===== src/inc/lpsc_cfg.svh =====
`ifndef LPSC_CFG_SVH
`define LPSC_CFG_SVH
// Stop-grant entry bound after the acknowledge response phase, in bus clocks
`define LPSC_SG_ENTRY_CLKS 5'h14
`define LPSC_NUM_CORES 2
`define LPSC_NUM_DIES 1
`define LPSC_RATIO_W 6
`define LPSC_VID_W 7
`define LPSC_EVT_W 5
// Idle level of every synchronised pin, so leaving reset shows no false edge
`define LPSC_PIN_IDLE 10'h227
// Latched event bit positions
`define LPSC_EVT_SMI 0
`define LPSC_EVT_INIT 1
`define LPSC_EVT_BUS_INIT_ERROR_N 2
`define LPSC_EVT_LINT0 3
`define LPSC_EVT_LINT1 4
`endif


===== src/inc/lpsc_pkg.sv =====
`include "lpsc_cfg.svh"
package lpsc_pkg;
  typedef enum logic [3:0] {
    LPSC_NORMAL = 4'h0,
    LPSC_HALT = 4'h1,
    LPSC_DH_RATIO = 4'h2,
    LPSC_DH_VID = 4'h3,
    LPSC_DEEP_HALT = 4'h4,
    LPSC_DX_VID = 4'h5,
    LPSC_DX_RATIO = 4'h6,
    LPSC_SG_ACK = 4'h7,
    LPSC_SG_WAIT = 4'h8,
    LPSC_STOP_GRANT = 4'h9,
    LPSC_SNOOP = 4'ha
  } lpsc_state_t;
endpackage : lpsc_pkg


===== src/hw/lpsc_ctrl.sv =====
`timescale 1ns/1ps
`default_nettype none
`include "lpsc_cfg.svh"
module lpsc_ctrl (
  input wire logic sys_clk_i,
  input wire logic rst_b_i,
  input wire logic stop_clock_request_n_i,
  input wire logic sys_mgmt_interrupt_n_i,
  input wire logic soft_init_n_i,
  input wire logic bus_init_error_n_i,
  input wire logic [1:0] local_interrupt_pins_i,
  input wire logic hard_reset_n_i,
  input wire logic [`LPSC_NUM_CORES-1:0] core_halt_i,
  input wire logic deeper_halt_enable_i,
  input wire logic smm_resume_halt_i,
  input wire logic smm_resume_i,
  input wire logic fsb_interrupt_i,
  input wire logic snoop_i,
  input wire logic snoop_done_i,
  input wire logic [`LPSC_RATIO_W-1:0] nominal_ratio_i,
  input wire logic [`LPSC_RATIO_W-1:0] lowest_ratio_i,
  input wire logic [`LPSC_VID_W-1:0] nominal_vid_i,
  input wire logic [`LPSC_VID_W-1:0] low_vid_i,
  input wire logic sbc_issued_i,
  input wire logic sbc_response_i,
  output logic sbc_request_o,
  output logic [`LPSC_NUM_CORES-1:0] core_clock_run_o,
  output logic [`LPSC_RATIO_W-1:0] core_ratio_o,
  output logic [`LPSC_VID_W-1:0] voltage_id_code_o,
  output logic stop_grant_o,
  output logic snoop_ack_o,
  output logic core_init_o,
  output logic [`LPSC_EVT_W-1:0] service_event_o,
  output logic fsb_interrupt_service_o,
  output logic pending_break_event_n_o
);

  // Pins from outside: three flops, change accepted when stages two and three agree
  localparam int PW = 10;
  logic [PW-1:0] pin_raw;
  logic [PW-1:0] s1_reg, s2_reg, s3_reg, pin_reg, pin_next;
  assign pin_raw = {hard_reset_n_i, snoop_done_i, snoop_i, fsb_interrupt_i, stop_clock_request_n_i,
                    local_interrupt_pins_i, bus_init_error_n_i, soft_init_n_i, sys_mgmt_interrupt_n_i};
  genvar gi;
  generate
    for (gi = 0; gi < PW; gi++)
    begin : g_sync
      assign pin_next[gi] = (s2_reg[gi] == s3_reg[gi]) ? s3_reg[gi] : pin_reg[gi];
    end
  endgenerate
  always_ff @(posedge sys_clk_i or negedge rst_b_i)
  begin
    if (!rst_b_i)
    begin
      s1_reg <= `LPSC_PIN_IDLE;
      s2_reg <= `LPSC_PIN_IDLE;
      s3_reg <= `LPSC_PIN_IDLE;
      pin_reg <= `LPSC_PIN_IDLE;
    end
    else
    begin
      s1_reg <= pin_raw;
      s2_reg <= s1_reg;
      s3_reg <= s2_reg;
      pin_reg <= pin_next;
    end
  end

  wire logic [`LPSC_EVT_W-1:0] evt_now = {pin_reg[4], pin_reg[3], ~pin_reg[2], ~pin_reg[1], ~pin_reg[0]};
  wire logic stop_clock_request_n = ~pin_reg[5];
  wire logic fsb_int = pin_reg[6];
  wire logic snp = pin_reg[7];
  wire logic snp_done = pin_reg[8];
  wire logic hrst = ~pin_reg[9];

  lpsc_pkg::lpsc_state_t state_reg, state_next, ret_reg, ret_next;
  // Own flag for the stop-grant origin, since a snoop reuses the return state
  logic sg_halt_reg;
  logic [1:0] die_reg, die_next;
  logic [`LPSC_EVT_W-1:0] evt_prev_reg, latch_reg, latch_next;
  logic int_latch_reg, int_latch_next;
  logic low_ratio_reg, low_vid_reg;

  wire logic [`LPSC_EVT_W-1:0] evt_rise = evt_now & ~evt_prev_reg;
  wire logic all_halted = &core_halt_i;
  wire logic at_lowest = (nominal_ratio_i == lowest_ratio_i);
  wire logic go_deep = all_halted && deeper_halt_enable_i && !at_lowest;
  wire logic wake = (|evt_rise) || fsb_int;
  wire logic in_sg = (state_reg == lpsc_pkg::LPSC_STOP_GRANT);
  wire logic in_sg_area = in_sg || (state_reg == lpsc_pkg::LPSC_SG_WAIT) ||
                          (state_reg == lpsc_pkg::LPSC_SG_ACK) ||
                          (state_reg == lpsc_pkg::LPSC_SNOOP && ret_reg == lpsc_pkg::LPSC_STOP_GRANT);
  wire logic in_normal = (state_reg == lpsc_pkg::LPSC_NORMAL);
  wire logic in_halt_any = (state_reg == lpsc_pkg::LPSC_HALT) || (state_reg == lpsc_pkg::LPSC_DEEP_HALT);
  wire logic deep_path = (state_reg == lpsc_pkg::LPSC_DH_RATIO) || (state_reg == lpsc_pkg::LPSC_DH_VID) ||
                         (state_reg == lpsc_pkg::LPSC_DEEP_HALT) ||
                         (state_reg == lpsc_pkg::LPSC_SNOOP && ret_reg == lpsc_pkg::LPSC_DEEP_HALT);
  wire logic deep_exit = (state_reg == lpsc_pkg::LPSC_DX_VID) || (state_reg == lpsc_pkg::LPSC_DX_RATIO);

  always_comb
  begin
    state_next = state_reg;
    ret_next = ret_reg;
    die_next = die_reg;
    unique case (state_reg)
      lpsc_pkg::LPSC_NORMAL:
        if (stop_clock_request_n)
        begin
          state_next = lpsc_pkg::LPSC_SG_ACK;
          ret_next = lpsc_pkg::LPSC_NORMAL;
          die_next = 2'h0;
        end
        else if (go_deep)
          state_next = lpsc_pkg::LPSC_DH_RATIO;
        else if (all_halted)
          state_next = lpsc_pkg::LPSC_HALT;
      lpsc_pkg::LPSC_HALT:
        if (stop_clock_request_n)
        begin
          state_next = lpsc_pkg::LPSC_SG_ACK;
          ret_next = lpsc_pkg::LPSC_HALT;
          die_next = 2'h0;
        end
        else if (snp)
        begin
          state_next = lpsc_pkg::LPSC_SNOOP;
          ret_next = lpsc_pkg::LPSC_HALT;
        end
        else if (wake || !all_halted)
          state_next = lpsc_pkg::LPSC_NORMAL;
      lpsc_pkg::LPSC_DH_RATIO:
        state_next = lpsc_pkg::LPSC_DH_VID;
      lpsc_pkg::LPSC_DH_VID:
        state_next = lpsc_pkg::LPSC_DEEP_HALT;
      lpsc_pkg::LPSC_DEEP_HALT:
        if (snp)
        begin
          state_next = lpsc_pkg::LPSC_SNOOP;
          ret_next = lpsc_pkg::LPSC_DEEP_HALT;
        end
        else if (wake || stop_clock_request_n || !all_halted)
          state_next = lpsc_pkg::LPSC_DX_VID;
      lpsc_pkg::LPSC_DX_VID:
        state_next = lpsc_pkg::LPSC_DX_RATIO;
      lpsc_pkg::LPSC_DX_RATIO:
        state_next = lpsc_pkg::LPSC_NORMAL;
      lpsc_pkg::LPSC_SG_ACK:
        if (sbc_issued_i)
        begin
          if (die_reg == 2'(`LPSC_NUM_DIES - 1))
            state_next = lpsc_pkg::LPSC_SG_WAIT;
          else
            die_next = die_reg + 2'h1;
        end
      lpsc_pkg::LPSC_SG_WAIT:
        if (sbc_response_i)
          state_next = lpsc_pkg::LPSC_STOP_GRANT;
      lpsc_pkg::LPSC_STOP_GRANT:
        if (snp)
        begin
          state_next = lpsc_pkg::LPSC_SNOOP;
          ret_next = lpsc_pkg::LPSC_STOP_GRANT;
        end
        else if (!stop_clock_request_n)
          state_next = sg_halt_reg ? lpsc_pkg::LPSC_HALT : lpsc_pkg::LPSC_NORMAL;
      lpsc_pkg::LPSC_SNOOP:
        if (snp_done)
          state_next = ret_reg;
      default:
        state_next = lpsc_pkg::LPSC_NORMAL;
    endcase
    // Handler return chooses where execution resumes
    if (in_normal && smm_resume_i && smm_resume_halt_i)
      state_next = lpsc_pkg::LPSC_HALT;
    // Hard reset: leave halt at once, but stop-grant persists; a lowered point is restored on the way
    if (hrst && !in_sg_area && !deep_exit)
      state_next = deep_path ? lpsc_pkg::LPSC_DX_VID : lpsc_pkg::LPSC_NORMAL;
  end

  // Events latched during stop-grant: clear wins, one instance each, drained on normal
  assign latch_next = in_normal ? (evt_rise & {`LPSC_EVT_W{1'b0}}) : (latch_reg | (in_sg_area ? evt_rise : 5'h00));
  assign int_latch_next = in_normal ? 1'b0 : (int_latch_reg | (in_sg_area && fsb_int));

  always_ff @(posedge sys_clk_i or negedge rst_b_i)
  begin
    if (!rst_b_i)
    begin
      state_reg <= lpsc_pkg::LPSC_NORMAL;
      ret_reg <= lpsc_pkg::LPSC_NORMAL;
      sg_halt_reg <= 1'b0;
      die_reg <= 2'h0;
      evt_prev_reg <= 5'h00;
      latch_reg <= 5'h00;
      int_latch_reg <= 1'b0;
      low_ratio_reg <= 1'b0;
      low_vid_reg <= 1'b0;
    end
    else
    begin
      state_reg <= state_next;
      ret_reg <= ret_next;
      if (state_reg != lpsc_pkg::LPSC_SG_ACK && state_next == lpsc_pkg::LPSC_SG_ACK)
        sg_halt_reg <= (state_reg == lpsc_pkg::LPSC_HALT);
      die_reg <= die_next;
      evt_prev_reg <= evt_now;
      latch_reg <= latch_next;
      int_latch_reg <= int_latch_next;
      if (state_reg == lpsc_pkg::LPSC_DH_RATIO)
        low_ratio_reg <= 1'b1;
      else if (state_reg == lpsc_pkg::LPSC_DX_RATIO)
        low_ratio_reg <= 1'b0;
      if (state_reg == lpsc_pkg::LPSC_DH_VID)
        low_vid_reg <= 1'b1;
      else if (state_reg == lpsc_pkg::LPSC_DX_VID)
        low_vid_reg <= 1'b0;
    end
  end

  // Events seen outside stop-grant are serviced directly; latched ones replay on return to normal
  logic [`LPSC_EVT_W-1:0] svc_reg;
  logic fsvc_reg, init_reg, pbe_n_reg;
  logic [`LPSC_RATIO_W-1:0] ratio_reg;
  logic [`LPSC_VID_W-1:0] vid_reg;
  always_ff @(posedge sys_clk_i or negedge rst_b_i)
  begin
    if (!rst_b_i)
    begin
      svc_reg <= 5'h00;
      fsvc_reg <= 1'b0;
      init_reg <= 1'b0;
      pbe_n_reg <= 1'b1;
      ratio_reg <= '0;
      vid_reg <= '0;
    end
    else
    begin
      svc_reg <= in_normal ? (latch_reg | evt_rise) : (in_sg_area ? 5'h00 : evt_rise);
      fsvc_reg <= in_normal ? (int_latch_reg | fsb_int) : (!in_sg_area && fsb_int);
      init_reg <= hrst;
      pbe_n_reg <= ~(in_sg && ((|latch_reg) || int_latch_reg));
      ratio_reg <= low_ratio_reg ? lowest_ratio_i : nominal_ratio_i;
      vid_reg <= low_vid_reg ? low_vid_i : nominal_vid_i;
    end
  end

  assign sbc_request_o = (state_reg == lpsc_pkg::LPSC_SG_ACK);
  assign stop_grant_o = in_sg;
  assign snoop_ack_o = (state_reg == lpsc_pkg::LPSC_SNOOP);
  generate
    for (gi = 0; gi < `LPSC_NUM_CORES; gi++)
    begin : g_core
      // Each core gates only its own clock
      assign core_clock_run_o[gi] = !core_halt_i[gi] && !in_sg_area;
    end
  endgenerate
  assign core_ratio_o = ratio_reg;
  assign voltage_id_code_o = vid_reg;
  assign core_init_o = init_reg;
  assign service_event_o = svc_reg;
  assign fsb_interrupt_service_o = fsvc_reg;
  assign pending_break_event_n_o = pbe_n_reg;

  // Wait counter stays small: the response marks entry, bound checked below
  logic [4:0] sgw_cnt_reg;
  always_ff @(posedge sys_clk_i or negedge rst_b_i)
  begin
    if (!rst_b_i)
      sgw_cnt_reg <= 5'h0;
    else if (state_reg == lpsc_pkg::LPSC_SG_WAIT && sbc_response_i)
      sgw_cnt_reg <= 5'h1;
    else if (sgw_cnt_reg != 5'h0 && !in_sg)
      sgw_cnt_reg <= sgw_cnt_reg + 5'h1;
    else
      sgw_cnt_reg <= 5'h0;
  end
endmodule : lpsc_ctrl
`default_nettype wire


===== config.mk =====
export PLATFORM = sky130hd
export DESIGN_NAME = lpsc_ctrl
export DESIGN_NICKNAME = d
export VERILOG_FILES = /design/src/inc/lpsc_pkg.sv /design/src/hw/lpsc_ctrl.sv
export VERILOG_INCLUDE_DIRS = /design/src /design/src/inc
export SDC_FILE = /design/constraint.sdc
export NUM_CORES = 1
export LEC_CHECK = 0
export ABC_AREA = 1
export BUFFER_PORTS_ARGS = -buffer_cell sky130_fd_sc_hd__buf_2
export CAP_MARGIN = 40
export CORE_MARGIN = 2
export CORE_UTILIZATION = 30
export DETAILED_ROUTE_END_ITERATION = 16
export PLACE_DENSITY_LB_ADDON = 0.2
export SKIP_CTS_REPAIR_TIMING = 1
export SYNTH_ARGS = -nofsm -noshare
export SYNTH_HDL_FRONTEND = slang
export SYNTH_SLANG_ARGS = --single-unit

===== constraint.sdc =====
create_clock -name sys_clk_i -period 2 [get_ports sys_clk_i]
set_clock_uncertainty 0.05 [all_clocks]
set_input_delay 0.3 -clock sys_clk_i [delete_from_list [all_inputs] [get_ports sys_clk_i]]
set_output_delay 0.3 -clock sys_clk_i [all_outputs]
set_load 0.1 [all_outputs]

# ---- After elaboration in Yosys (flattened, before gate mapping)
# Cells that the tools add are included.
dict set report classes {
  n_addsub 1
  eq_ne 32
  mux 41
  bitwise_logic 12
  reduce_logical 44
}
# operator count
set op_table {}
lappend op_table {{4-bit 2-to-1 mux} 21}
lappend op_table {{4-bit one-hot mux with 10 select lines} 1}
lappend op_table {{4-bit by 3-bit == test with 1-bit output (second input constant)} 6}
lappend op_table {{5-bit 2-to-1 mux} 4}
lappend op_table {{4-bit == test (second input constant)} 4}
lappend op_table {{4-bit one-hot mux with 4 select lines} 1}
lappend op_table {{1-bit logical AND} 14}
lappend op_table {{1-bit logical OR} 12}
lappend op_table {{2-bit != test (second input constant)} 6}
lappend op_table {{1-bit == test} 10}
lappend op_table {{5-bit OR} 2}
lappend op_table {{5-bit OR reduction} 2}
lappend op_table {{4-bit by 2-bit == test with 1-bit output (second input constant)} 2}
lappend op_table {{1-bit 2-to-1 mux} 7}
lappend op_table {{7-bit 2-to-1 mux} 1}
lappend op_table {{6-bit == test} 1}
lappend op_table {{1-bit zero test} 6}
lappend op_table {{2-bit 2-to-1 mux} 3}
lappend op_table {{6-bit 2-to-1 mux} 1}
lappend op_table {{1-bit inverter} 6}
lappend op_table {{2-bit nonzero test} 3}
lappend op_table {{5-bit bitwise AND} 1}
lappend op_table {{5-bit inverter} 1}
lappend op_table {{5-bit AND reduction} 1}
lappend op_table {{13 further kinds} 14}
dict set report totals {
  ff_bits 85
  input_bits 45
  out_inout_bits 26
  word_cells 158
}

# ---- Longest topological paths before layout
# Gate-level depths: netlist of run 1.
dict set report depth {
  word_depth 13
  ltp_mapped 15
  mapped_depth_nobuf 15
}

# ---- Least setup slack after synthesis of run 1
# OpenSTA, ideal clock, no wires.
dict set report synth_timing {
  kind {register -> register}
  from {register state_reg[0]}
  to {register sg_halt_reg}
  setup_ns 0.116
  t_arrival_ns 2.697
  required_time_ns 1.834
  slack_ns -0.864
  path_stages_with_launch 13
  path_buffers 0
  synth_period_minus_slack_ns 2.864
  path_cell_list {dfrtp_1 > inv_2 > nand2_2 > nor2_1 > nand3_1 > nand4_1 > nand3_1 > nand2_1 > nand2_1 > nor2_2 > nand2_1 > nand2_1 > nand2_1}
}
dict set report synth_between {
  word_cells_on_any_way 47
  cone_classes {eq/ne (12); mux (18); reduce/logical (17)}
}
# element line_no
set synth_rtl {}
lappend synth_rtl {{from (decl)} lpsc_ctrl.sv:76} ;# lpsc_pkg::lpsc_state_t state_reg, state_next, ret_reg, ret_next;
lappend synth_rtl {{from (signal assigned)} lpsc_ctrl.sv:188} ;# state_reg <= lpsc_pkg::LPSC_NORMAL;
lappend synth_rtl {{from (signal assigned)} lpsc_ctrl.sv:200} ;# state_reg <= state_next;
lappend synth_rtl {{4-bit == test (*)} -}
lappend synth_rtl {{net snoop_ack_o} lpsc_ctrl.sv:31} ;# output logic snoop_ack_o,
lappend synth_rtl {{branches (longest 5 deep; another with 4-bit one-hot mux with 10 select lines)} -}
lappend synth_rtl {{4-bit 2-to-1 mux (*)} lpsc_ctrl.sv:176} ;# if (hrst && !in_sg_area && !deep_exit)
lappend synth_rtl {{net state_next[2]} lpsc_ctrl.sv:76}
lappend synth_rtl {{4-bit by 3-bit == test with 1-bit output (*)} lpsc_ctrl.sv:202} ;# if (state_reg != lpsc_pkg::LPSC_SG_ACK && state_next == lpsc_pkg::LPSC_SG_ACK)
lappend synth_rtl {{1-bit logical AND (*)} lpsc_ctrl.sv:202}
lappend synth_rtl {{to (signal assigned)} lpsc_ctrl.sv:203} ;# sg_halt_reg <= (state_reg == lpsc_pkg::LPSC_HALT);
lappend synth_rtl {{to (decl)} lpsc_ctrl.sv:78} ;# logic sg_halt_reg;
# Mark *: on every way through the listed nets, which the timed path passes.
# A chain may end at the register's enable or synchronous reset.

# ---- Worst setup path after layout of run 1
dict set report layout_timing {
  from {register state_reg[3]}
  to {output core_clock_run_o[1]}
}
dict set report layout_between {
  elab_chain_len 6
  word_cells_on_any_way 10
  cone_classes {eq/ne (4); reduce/logical (6)}
}
# element line_no
set layout_lines {}
lappend layout_lines {{4-bit == test (on tied branches)} {lpsc_ctrl.sv:89, lpsc_ctrl.sv:90}}
lappend layout_lines {{1-bit logical OR (2 in series)} lpsc_ctrl.sv:90} ;# wire logic in_sg_area = in_sg || (state_reg == lpsc_pkg::LPSC_SG_WAIT) ||
lappend layout_lines {{1-bit logical OR (*)} lpsc_ctrl.sv:91} ;# (state_reg == lpsc_pkg::LPSC_SG_ACK) ||
lappend layout_lines {{1-bit zero test (*)} lpsc_ctrl.sv:253} ;# assign core_clock_run_o[gi] = !core_halt_i[gi] && !in_sg_area;
lappend layout_lines {{1-bit logical AND (*)} lpsc_ctrl.sv:253}
lappend layout_lines {{to (decl)} lpsc_ctrl.sv:27} ;# output logic [`LPSC_NUM_CORES-1:0] core_clock_run_o,
# Every way passes the cells marked *; elsewhere a longest branch is shown, timed or not.

==> results of run 1 <==
metal layers:
| metal | vias up | global-route usage [%] | share of wire (%) | wire length [microns] |
|---|---|---|---|---|
| li1 | 1358 | - | - | - |
| met1 | 1267 | 18.04 | 47 | 3655 |
| met2 | 67 | 21.84 | 46 | 3634 |
| met4 | 0 | 5.333 | 2.5 | 196 |
| met5 | - | 0 | 0 | 0 |
| met3 | 14 | 3.663 | 4.7 | 372 |
critical path, delay by kind of cell (launching register included):
family,cells,cell delay [ns]
AOI/OAI and AO/OA,1,0.07
and+or+nand+nor,4,0.35
DFF,1,0.45
buffers and inverters,4,0.51
path summary, 6_finish.rpt:
kind,start,end,slack [ns],cells past startpoint
max in group asynchronous,rst_b_i,s1_reg[9],0.91,3
worst max-delay path,state_reg[3],core_clock_run_o[1],-0.06,9
min in group asynchronous,rst_b_i,s1_reg[3],0.38,2
worst max register to register,state_reg[3],sg_halt_reg,0.05,14
worst min-delay path,hard_reset_n_i,s1_reg[9],0.01,1
worst min register to register,s1_reg[6],s2_reg[6],0.30,0
power by group:
| group | total, mW | internal, mW | switching, mW | leakage [nW] |
|---|---|---|---|---|
| clock | 1.76 | 1.10 | 0.659 | 0.150 |
| sequential | 2.27 | 2.06 | 0.209 | 0.991 |
| combinational | 3.25 | 0.900 | 2.35 | 1.20 |
| total | 7.28 | 4.06 | 3.22 | 2.34 |
logic make-up (layout without fill, tap and decap cells):
group | count (synthesis) | after routing | synth area share (%)
simple gates | 166 | 166 | 20.78
fa+ha+maj | 11 | 11 | 3.299
buf+inv | 58 | 172 | 6.525
flops | 84 | 84 | 62.35
compound gates | 39 | 39 | 7.038
synth_stat cells:
cell and instances:
maj3_1 10, nor2_1 25, nor2_4 2, nor3_1 1, inv_2 2, nand2_1 103
nand3_1 17, or2_2 2, o21ai_0 19, a2111oi_2 1, o21ai_4 1, a211oi_1 1
o31ai_1 1, nor2_2 4, dfstp_2 21, o22ai_1 11, buf_2 1, clkbuf_1 2
nand4_1 7, nand2_2 1, ha_1 1, o21bai_1 1, nor3b_1 1, buf_4 1
dfrtp_1 63, a21oi_1 3, o211ai_1 1, and3_1 1, nand3b_1 2, inv_1 52
cell type report:
cell class,count,area (sq um)
clock buffer,11,232.7
clock inverter,5,85.08
fill,1085,6335
inverter,54,202.7
multi-input combinational,216,1130
sequential,84,2131
tap,140,175.2
timing repair buffer,102,691.9
==> results.toml, run 1 <==
[setup_path]
arrival_ns = 1.71
crit_top_cell = "nor2_4"
slowest_stage = "dfrtp_2"
critPathRequiredTime_ns = 1.65
start_kind = "flop"
path_class = "flop to primary output"
cpPeakStageDelay_ns = 0.45
path_cells = "inv_2 -> nand2_2 -> buf_6 -> nor2_4 -> nor2_4 -> o21ai_4 -> buf_8 -> nor2_4 -> buf_12"
end_kind = "primary output"
critPathMaxFanout = 5

[clock_tree]
clkSlewWorstSetupHoldPaths_ns = 0.06
numCtsBuffers = 9
cts_tree = "yes"
cts_max_level = 3
cts.sinks = 84
clock_latency_ns = 0.34
clockRootBuffer = "clkbuf_16"
clockBufferDepth = 2

[hold_path]
hp-class = "primary input to flop"

[global_routing]
antenna_found_initial = 0
grt_max_degree = 43
gr-total-overflow = 0
track_usage_pct = 13.77
grt_pass1_vias = 2716
grt_pass1_wl_microns = 13510

[sta]
max-slew-margin-rel_pct = 66.99
drv_slew = 0
setup_ws_ns = -0.06375
tns_ns = -0.1269
period_share_pct = 103.2
fin_crit_ns = 2.064
hold_slack_ns = 0.01151
rsz0062_at_grt = "yes"
fmax_mhz = 484.6
final_hold_viol_count = 0
finalSetupViolations = 2
tightest_slew_ns = 0.4986

[drt]
ant_nets = 0
drtIter0Drc = 117
drcViolationCount = 0
drt_pass1_iterations = 4
vias_per_cell = 4.422
wl_per_cell_microns = 12.84
num_vias = 2706
wl_microns = 7858

[floorplan]
initial_core_util_pct = 31.08
die_area_sq_um = 12250
core_sq_um = 10980
die_x_microns = 110.7
rows = 38
ioPinCount = 71
die_height_microns = 110.7

[placement]
place_ws_ns = 0.05819
finalWeightedCongestion = 0.8465
dp_hpwl_microns = 5875
dp.cells = 583
placedInstanceArea_sq_um = 4154
portBuffers = 70

[status]
violations = "setup timing"
outcome = "finished, violations left"

[logic_synthesis]
synth-warning-count = 0
synth_area_sq_um = 3413
syn_inst = 358
synth.distinct_cells = 30
synth-seq-cells = 84
netlist_top_cells_area = "dfrtp_1, dfstp_2, nand2_1"
synth_top_area_share_pct = 46.19
avgSynthCellArea_sq_um = 9.534
synth_nets = 404
ys_seq_area_share_pct = 62.35
yosysTopAreaCell = "dfrtp_1"

[layout]
utilization_pct = 42.32
syn_to_final_growth_pct = 36.18
stdcell_area_sq_um = 4648
most-common-layout-cells = "nand2_1, buf_2, dfrtp_1, inv_1, buf_4"
diodes = 0
final_common_cell = "nand2_1"
drive_gt1_share_pct = 33.47
nets = 513
finalNonFillerCells = 612

[power]
peakVddDrop_mv = 0.5365
p_leak_nw = 2.342
powerDensity_nw_per_um2 = 1566
p_total_mw = 7.280

[run]
cap_violations = 0
Note: power is estimated with default switching activity, not from simulation.
==> run 2, diff against run 1 <==
CTS_BUF_LIST = sky130_fd_sc_hd__clkbuf_8 sky130_fd_sc_hd__clkbuf_16   (was default)
==> run 2 against run 1 <==
Net effect: the run still ends with setup timing left; cell area is the same; wire length hardly changed; sequential share of layout area did not move; worst hold slack hardly changed; combinational power about the same; clock power barely moved; non-clock buffer count unchanged; critical endpoint unchanged; global-route usage unchanged; fmax is essentially flat; setup slack about the same; critical path type unchanged; via count increased by 0.18%.
==> results.toml, run 2 (synthesis results as in run 1) <==
[status]
outcome = "finished, violations left"
violations = "setup timing"

[layout]
stdcell_area_sq_um = 4648
fill_cells = 1085
utilization_pct = 42.32
most-common-layout-cells = "nand2_1, buf_2, dfrtp_1, inv_1, buf_4"
syn_to_final_growth_pct = 36.18
finalNonFillerCells = 612
drive_gt1_share_pct = 33.47
nets = 513
final_common_cell = "nand2_1"
diodes = 0

[drt]
wl_microns = 7860
vias_per_cell = 4.430
ant_nets = 0
wl_per_cell_microns = 12.84
drcViolationCount = 0
num_vias = 2711
drtIter0Drc = 117
drt_pass1_iterations = 4

[sta]
max-slew-margin-rel_pct = 66.99
final_hold_viol_count = 0
tns_ns = -0.1282
tightest_slew_ns = 0.4986
period_share_pct = 103.2
fin_crit_ns = 2.064
rsz0062_at_grt = "yes"
hold_slack_ns = 0.01175
fmax_mhz = 484.4
finalSetupViolations = 2
setup_ws_ns = -0.06420
drv_slew = 0

[floorplan]
die_height_microns = 110.7
ioPinCount = 71
core_sq_um = 10980
initial_core_util_pct = 31.08
rows = 38
die_area_sq_um = 12250
die_x_microns = 110.7

[power]
powerDensity_nw_per_um2 = 1564
netSwitchingPower_mw = 3.219
p_int_mw = 4.051
swShare_pct = 44.28
peakVddDrop_mv = 0.5365
p_leak_nw = 2.350
pwr-share-comb_pct = 44.7
p_clk_share_pct = 24.1
p_seq_share_pct = 31.2
p_total_mw = 7.270

[setup_path]
critPathMaxFanout = 5
end_kind = "primary output"
start_kind = "flop"
slowest_stage = "dfrtp_2"
crit_top_cell = "nor2_4"
path_class = "flop to primary output"
path_cells = "inv_2 -> nand2_2 -> buf_6 -> nor2_4 -> nor2_4 -> o21ai_4 -> buf_8 -> nor2_4 -> buf_12"
arrival_ns = 1.71
critPathRequiredTime_ns = 1.65
cpPeakStageDelay_ns = 0.45

[global_routing]
grt_max_degree = 43
track_usage_pct = 13.77
gr-total-overflow = 0
grt_pass1_vias = 2716
grt_pass1_wl_microns = 13510
antenna_found_initial = 0

[placement]
portBuffers = 70
finalWeightedCongestion = 0.8465
dp.cells = 583
dp_hpwl_microns = 5875
placedInstanceArea_sq_um = 4154
place_ws_ns = 0.05819

[clock_tree]
cts_tree = "yes"
clock_latency_ns = 0.34
clockBufferDepth = 2
numCtsBuffers = 9
clockRootBuffer = "clkbuf_16"
clkSlewWorstSetupHoldPaths_ns = 0.06
cts_max_level = 3
cts.sinks = 84

[run]
cap_violations = 0

[hold_path]
hp-class = "primary input to flop"
## run 2: cell count changes in the layout (fill, tap and decap cells not counted), sizes merged
cell | before | now
inv | 55 | 57
clkbuf | 12 | 10
## run 2: worst paths after layout
| kind | startpoint | end | slack, ns | cells after the start |
|---|---|---|---|---|
| setup / recovery | state_reg[3] | core_clock_run_o[1] | -0.06 | 9 |
| hold / removal | hard_reset_n_i | s1_reg[9] | 0.01 | 1 |
| setup reg to reg | state_reg[3] | sg_halt_reg | 0.05 | 14 |
| hold reg to reg | s1_reg[6] | s2_reg[6] | 0.30 | 0 |
| max in group asynchronous | rst_b_i | s1_reg[9] | 0.91 | 3 |
| min in group asynchronous | rst_b_i | s1_reg[3] | 0.38 | 2 |
## run 2: layout make-up
class                           count  area [sq um]  share of cell area (%)
Multi-Input combinational cell    216          1130                   24.31
Timing Repair Buffer              102         691.9                   14.89
Clock buffer                        9         225.2                   4.845
Tap cell                          140         175.2                   3.769
Clock inverter                      7         92.59                   1.992
Inverter                           54         202.7                   4.361
Sequential cell                    84          2131                   45.84
## run 2: worst max-delay path, delay by kind of cell, from the launching register on
kind	cells	cell delay, ns
DFF	1	0.45
AOI/OAI and AO/OA	1	0.07
and+or+nand+nor	4	0.35
buffers and inverters	4	0.51
## run 2: power groups by stage
| stage | combinational [mW] | sequential [mW] | clock (mW) |
|---|---|---|---|
| 2_1_floorplan | 1.21 | 3.27 | 0 |
| 6_report | 3.25 | 2.27 | 1.75 |
| 3_5_place_dp | 3.04 | 2.29 | 0 |
| 4_1_cts | 3.05 | 2.26 | 1.80 |
| 5_1_grt | 3.50 | 2.32 | 1.90 |
| 3_3_place_gp | 3.07 | 2.28 | 0 |
## run 2: metal layers
| layer | vias to the layer above | routed length [microns] | track usage (%) |
|---|---|---|---|
| met1 | 1272 | 3653 | 18.04 |
| met3 | 14 | 372 | 3.663 |
| met5 | - | 0 | 0 |
| li1 | 1358 | - | - |
| met4 | 0 | 195 | 5.333 |
| met2 | 67 | 3638 | 21.84 |
==> run 3, diff against run 2 <==
CORE_UTILIZATION = 54   (was 30)
==> run 3 against run 2 <==
Net effect: the flow still finishes with violations (setup timing); sequential share of layout area grew 1.8 points; via count is 4.0% higher; core utilization grew 32 points; setup slack gained 0.0050 ns; non-clock buffer count is 2 higher; clock power is 36% lower; global-route usage is 8.8 points higher; total power is 8.7% lower; worst hold slack improved by 0.071 ns; first-iteration DRC count rose to 2.6 times the previous value; sequential power about the same; fmax grew 0.24%; critical path type unchanged.
==> results.toml, run 3 (synthesis results as in run 1) <==
[status]
outcome = "finished, violations left"
violations = "setup timing"

[drt]
num_vias = 2819
vias_per_cell = 5.135
drtIter0Drc = 303
wl_microns = 7527
ant_nets = 0
wl_per_cell_microns = 13.71
drcViolationCount = 0
drt_pass1_iterations = 7

[power]
peakVddDrop_mv = 1.033
powerDensity_nw_per_um2 = 1484
p_total_mw = 6.636
p_leak_nw = 2.295

[global_routing]
grt_pass1_vias = 2672
grt_max_degree = 85
antenna_found_initial = 0
gr-total-overflow = 0
track_usage_pct = 22.53
grt_pass1_wl_microns = 12370

[sta]
fmax_mhz = 485.6
drv_slew = 0
fin_crit_ns = 2.059
finalSetupViolations = 2
tns_ns = -0.1172
setup_ws_ns = -0.05917
tightest_slew_ns = 0.4936
period_share_pct = 103.0
rsz0062_at_grt = "yes"
final_hold_viol_count = 0
max-slew-margin-rel_pct = 67.32

[clock_tree]
cts_tree = "yes"
clock_latency_ns = 0.36
numCtsBuffers = 9
cts_max_level = 3
clkSlewWorstSetupHoldPaths_ns = 0.10
cts.sinks = 84
clockRootBuffer = "clkbuf_8"
clockBufferDepth = 2

[placement]
finalWeightedCongestion = 0.9580
portBuffers = 70
dp_hpwl_microns = 5219
dp.cells = 511
place_ws_ns = 0.02467

[setup_path]
critPathRequiredTime_ns = 1.65
end_kind = "primary output"
start_kind = "flop"
reg2reg_depth = 15
cp_top_family = "buffers and inverters"
path_cells = "inv_2 -> nand2_4 -> inv_1 -> nand2_2 -> o21ai_4 -> buf_6 -> nor2_4 -> buf_12"
slowest_stage = "dfrtp_1"
path_class = "flop to primary output"
crit_cells = 8
arrival_ns = 1.71
cpPeakStageDelay_ns = 0.43
critPathMaxFanout = 5
path_buf_inv = 4

[layout]
drive_gt1_share_pct = 33.97
finalNonFillerCells = 549
syn_to_final_growth_pct = 31.01
diodes = 0
fill_cells = 398
final_common_cell = "nand2_1"
most-common-layout-cells = "nand2_1, buf_2, dfrtp_1, inv_1"
nets = 515
utilization_pct = 74.21

[floorplan]
ioPinCount = 71
die_height_microns = 83.51
die_area_sq_um = 6973
rows = 28
die_x_microns = 83.51
initial_core_util_pct = 56.64
core_sq_um = 6026

[hold_path]
whs_path_depth = 3
hp-class = "primary input to flop"

[run]
cap_violations = 0
==> run 3: worst min-delay path: cells and delay by family <==
| family | cells | cell delay, ns |
|---|---|---|
| buf+inv | 1 | 0.07 |
| simple gates | 2 | 0.08 |
==> run 3: power by group <==
part	switching (mW)	internal, mW	total (mW)	leakage (nW)
registers	0.241	2.06	2.30	0.990
clock network	0.654	0.468	1.12	0.0959
logic	2.36	0.854	3.21	1.21
==> run 3: path summary, 6_finish.rpt <==
| kind | start | to | slack, ns |
|---|---|---|---|
| min in group asynchronous | rst_b_i | state_reg[2] | 0.44 |
| hold reg to reg | s1_reg[7] | s2_reg[7] | 0.30 |
| max in group asynchronous | rst_b_i | s1_reg[5] | 1.09 |
| hold / removal | nominal_vid_i[1] | voltage_id_code_o[1] | 0.08 |
| setup reg to reg | state_reg[2] | sg_halt_reg | 0.04 |
| setup / recovery | state_reg[2] | core_clock_run_o[0] | -0.06 |
==> run 3: area by class of cell <==
type / count / area (sq um) / share of cell area [%]
sequential: 84 / 2132 / 47.68
multi-input combinational: 216 / 1137 / 25.43
timing repair buffer: 104 / 718.2 / 16.06
inverter: 54 / 210.2 / 4.701
clock buffer: 9 / 123.9 / 2.770
tap: 75 / 93.84 / 2.098
clock inverter: 7 / 56.30 / 1.259
==> run 3: through the flow <==
stage / hold slack [ns] / cell area, sq um
2_1_floorplan: -0.04559 / 3431
3_3_place_gp: 0.2839 / 4020
3_5_place_dp: 0.2847 / 4020
4_1_cts: -0.08044 / 4200
5_1_grt: 0.07829 / 4472
6_report: 0.08255 / 4472
==> run 3: per-layer routing <==
metal	global-route usage [%]	wire length, microns	up-vias
met1	30.64	3275	1291
met4	9.971	191	0
met2	33.94	3415	146
met3	6.528	645	27
met5	0	0	-
li1	-	-	1355
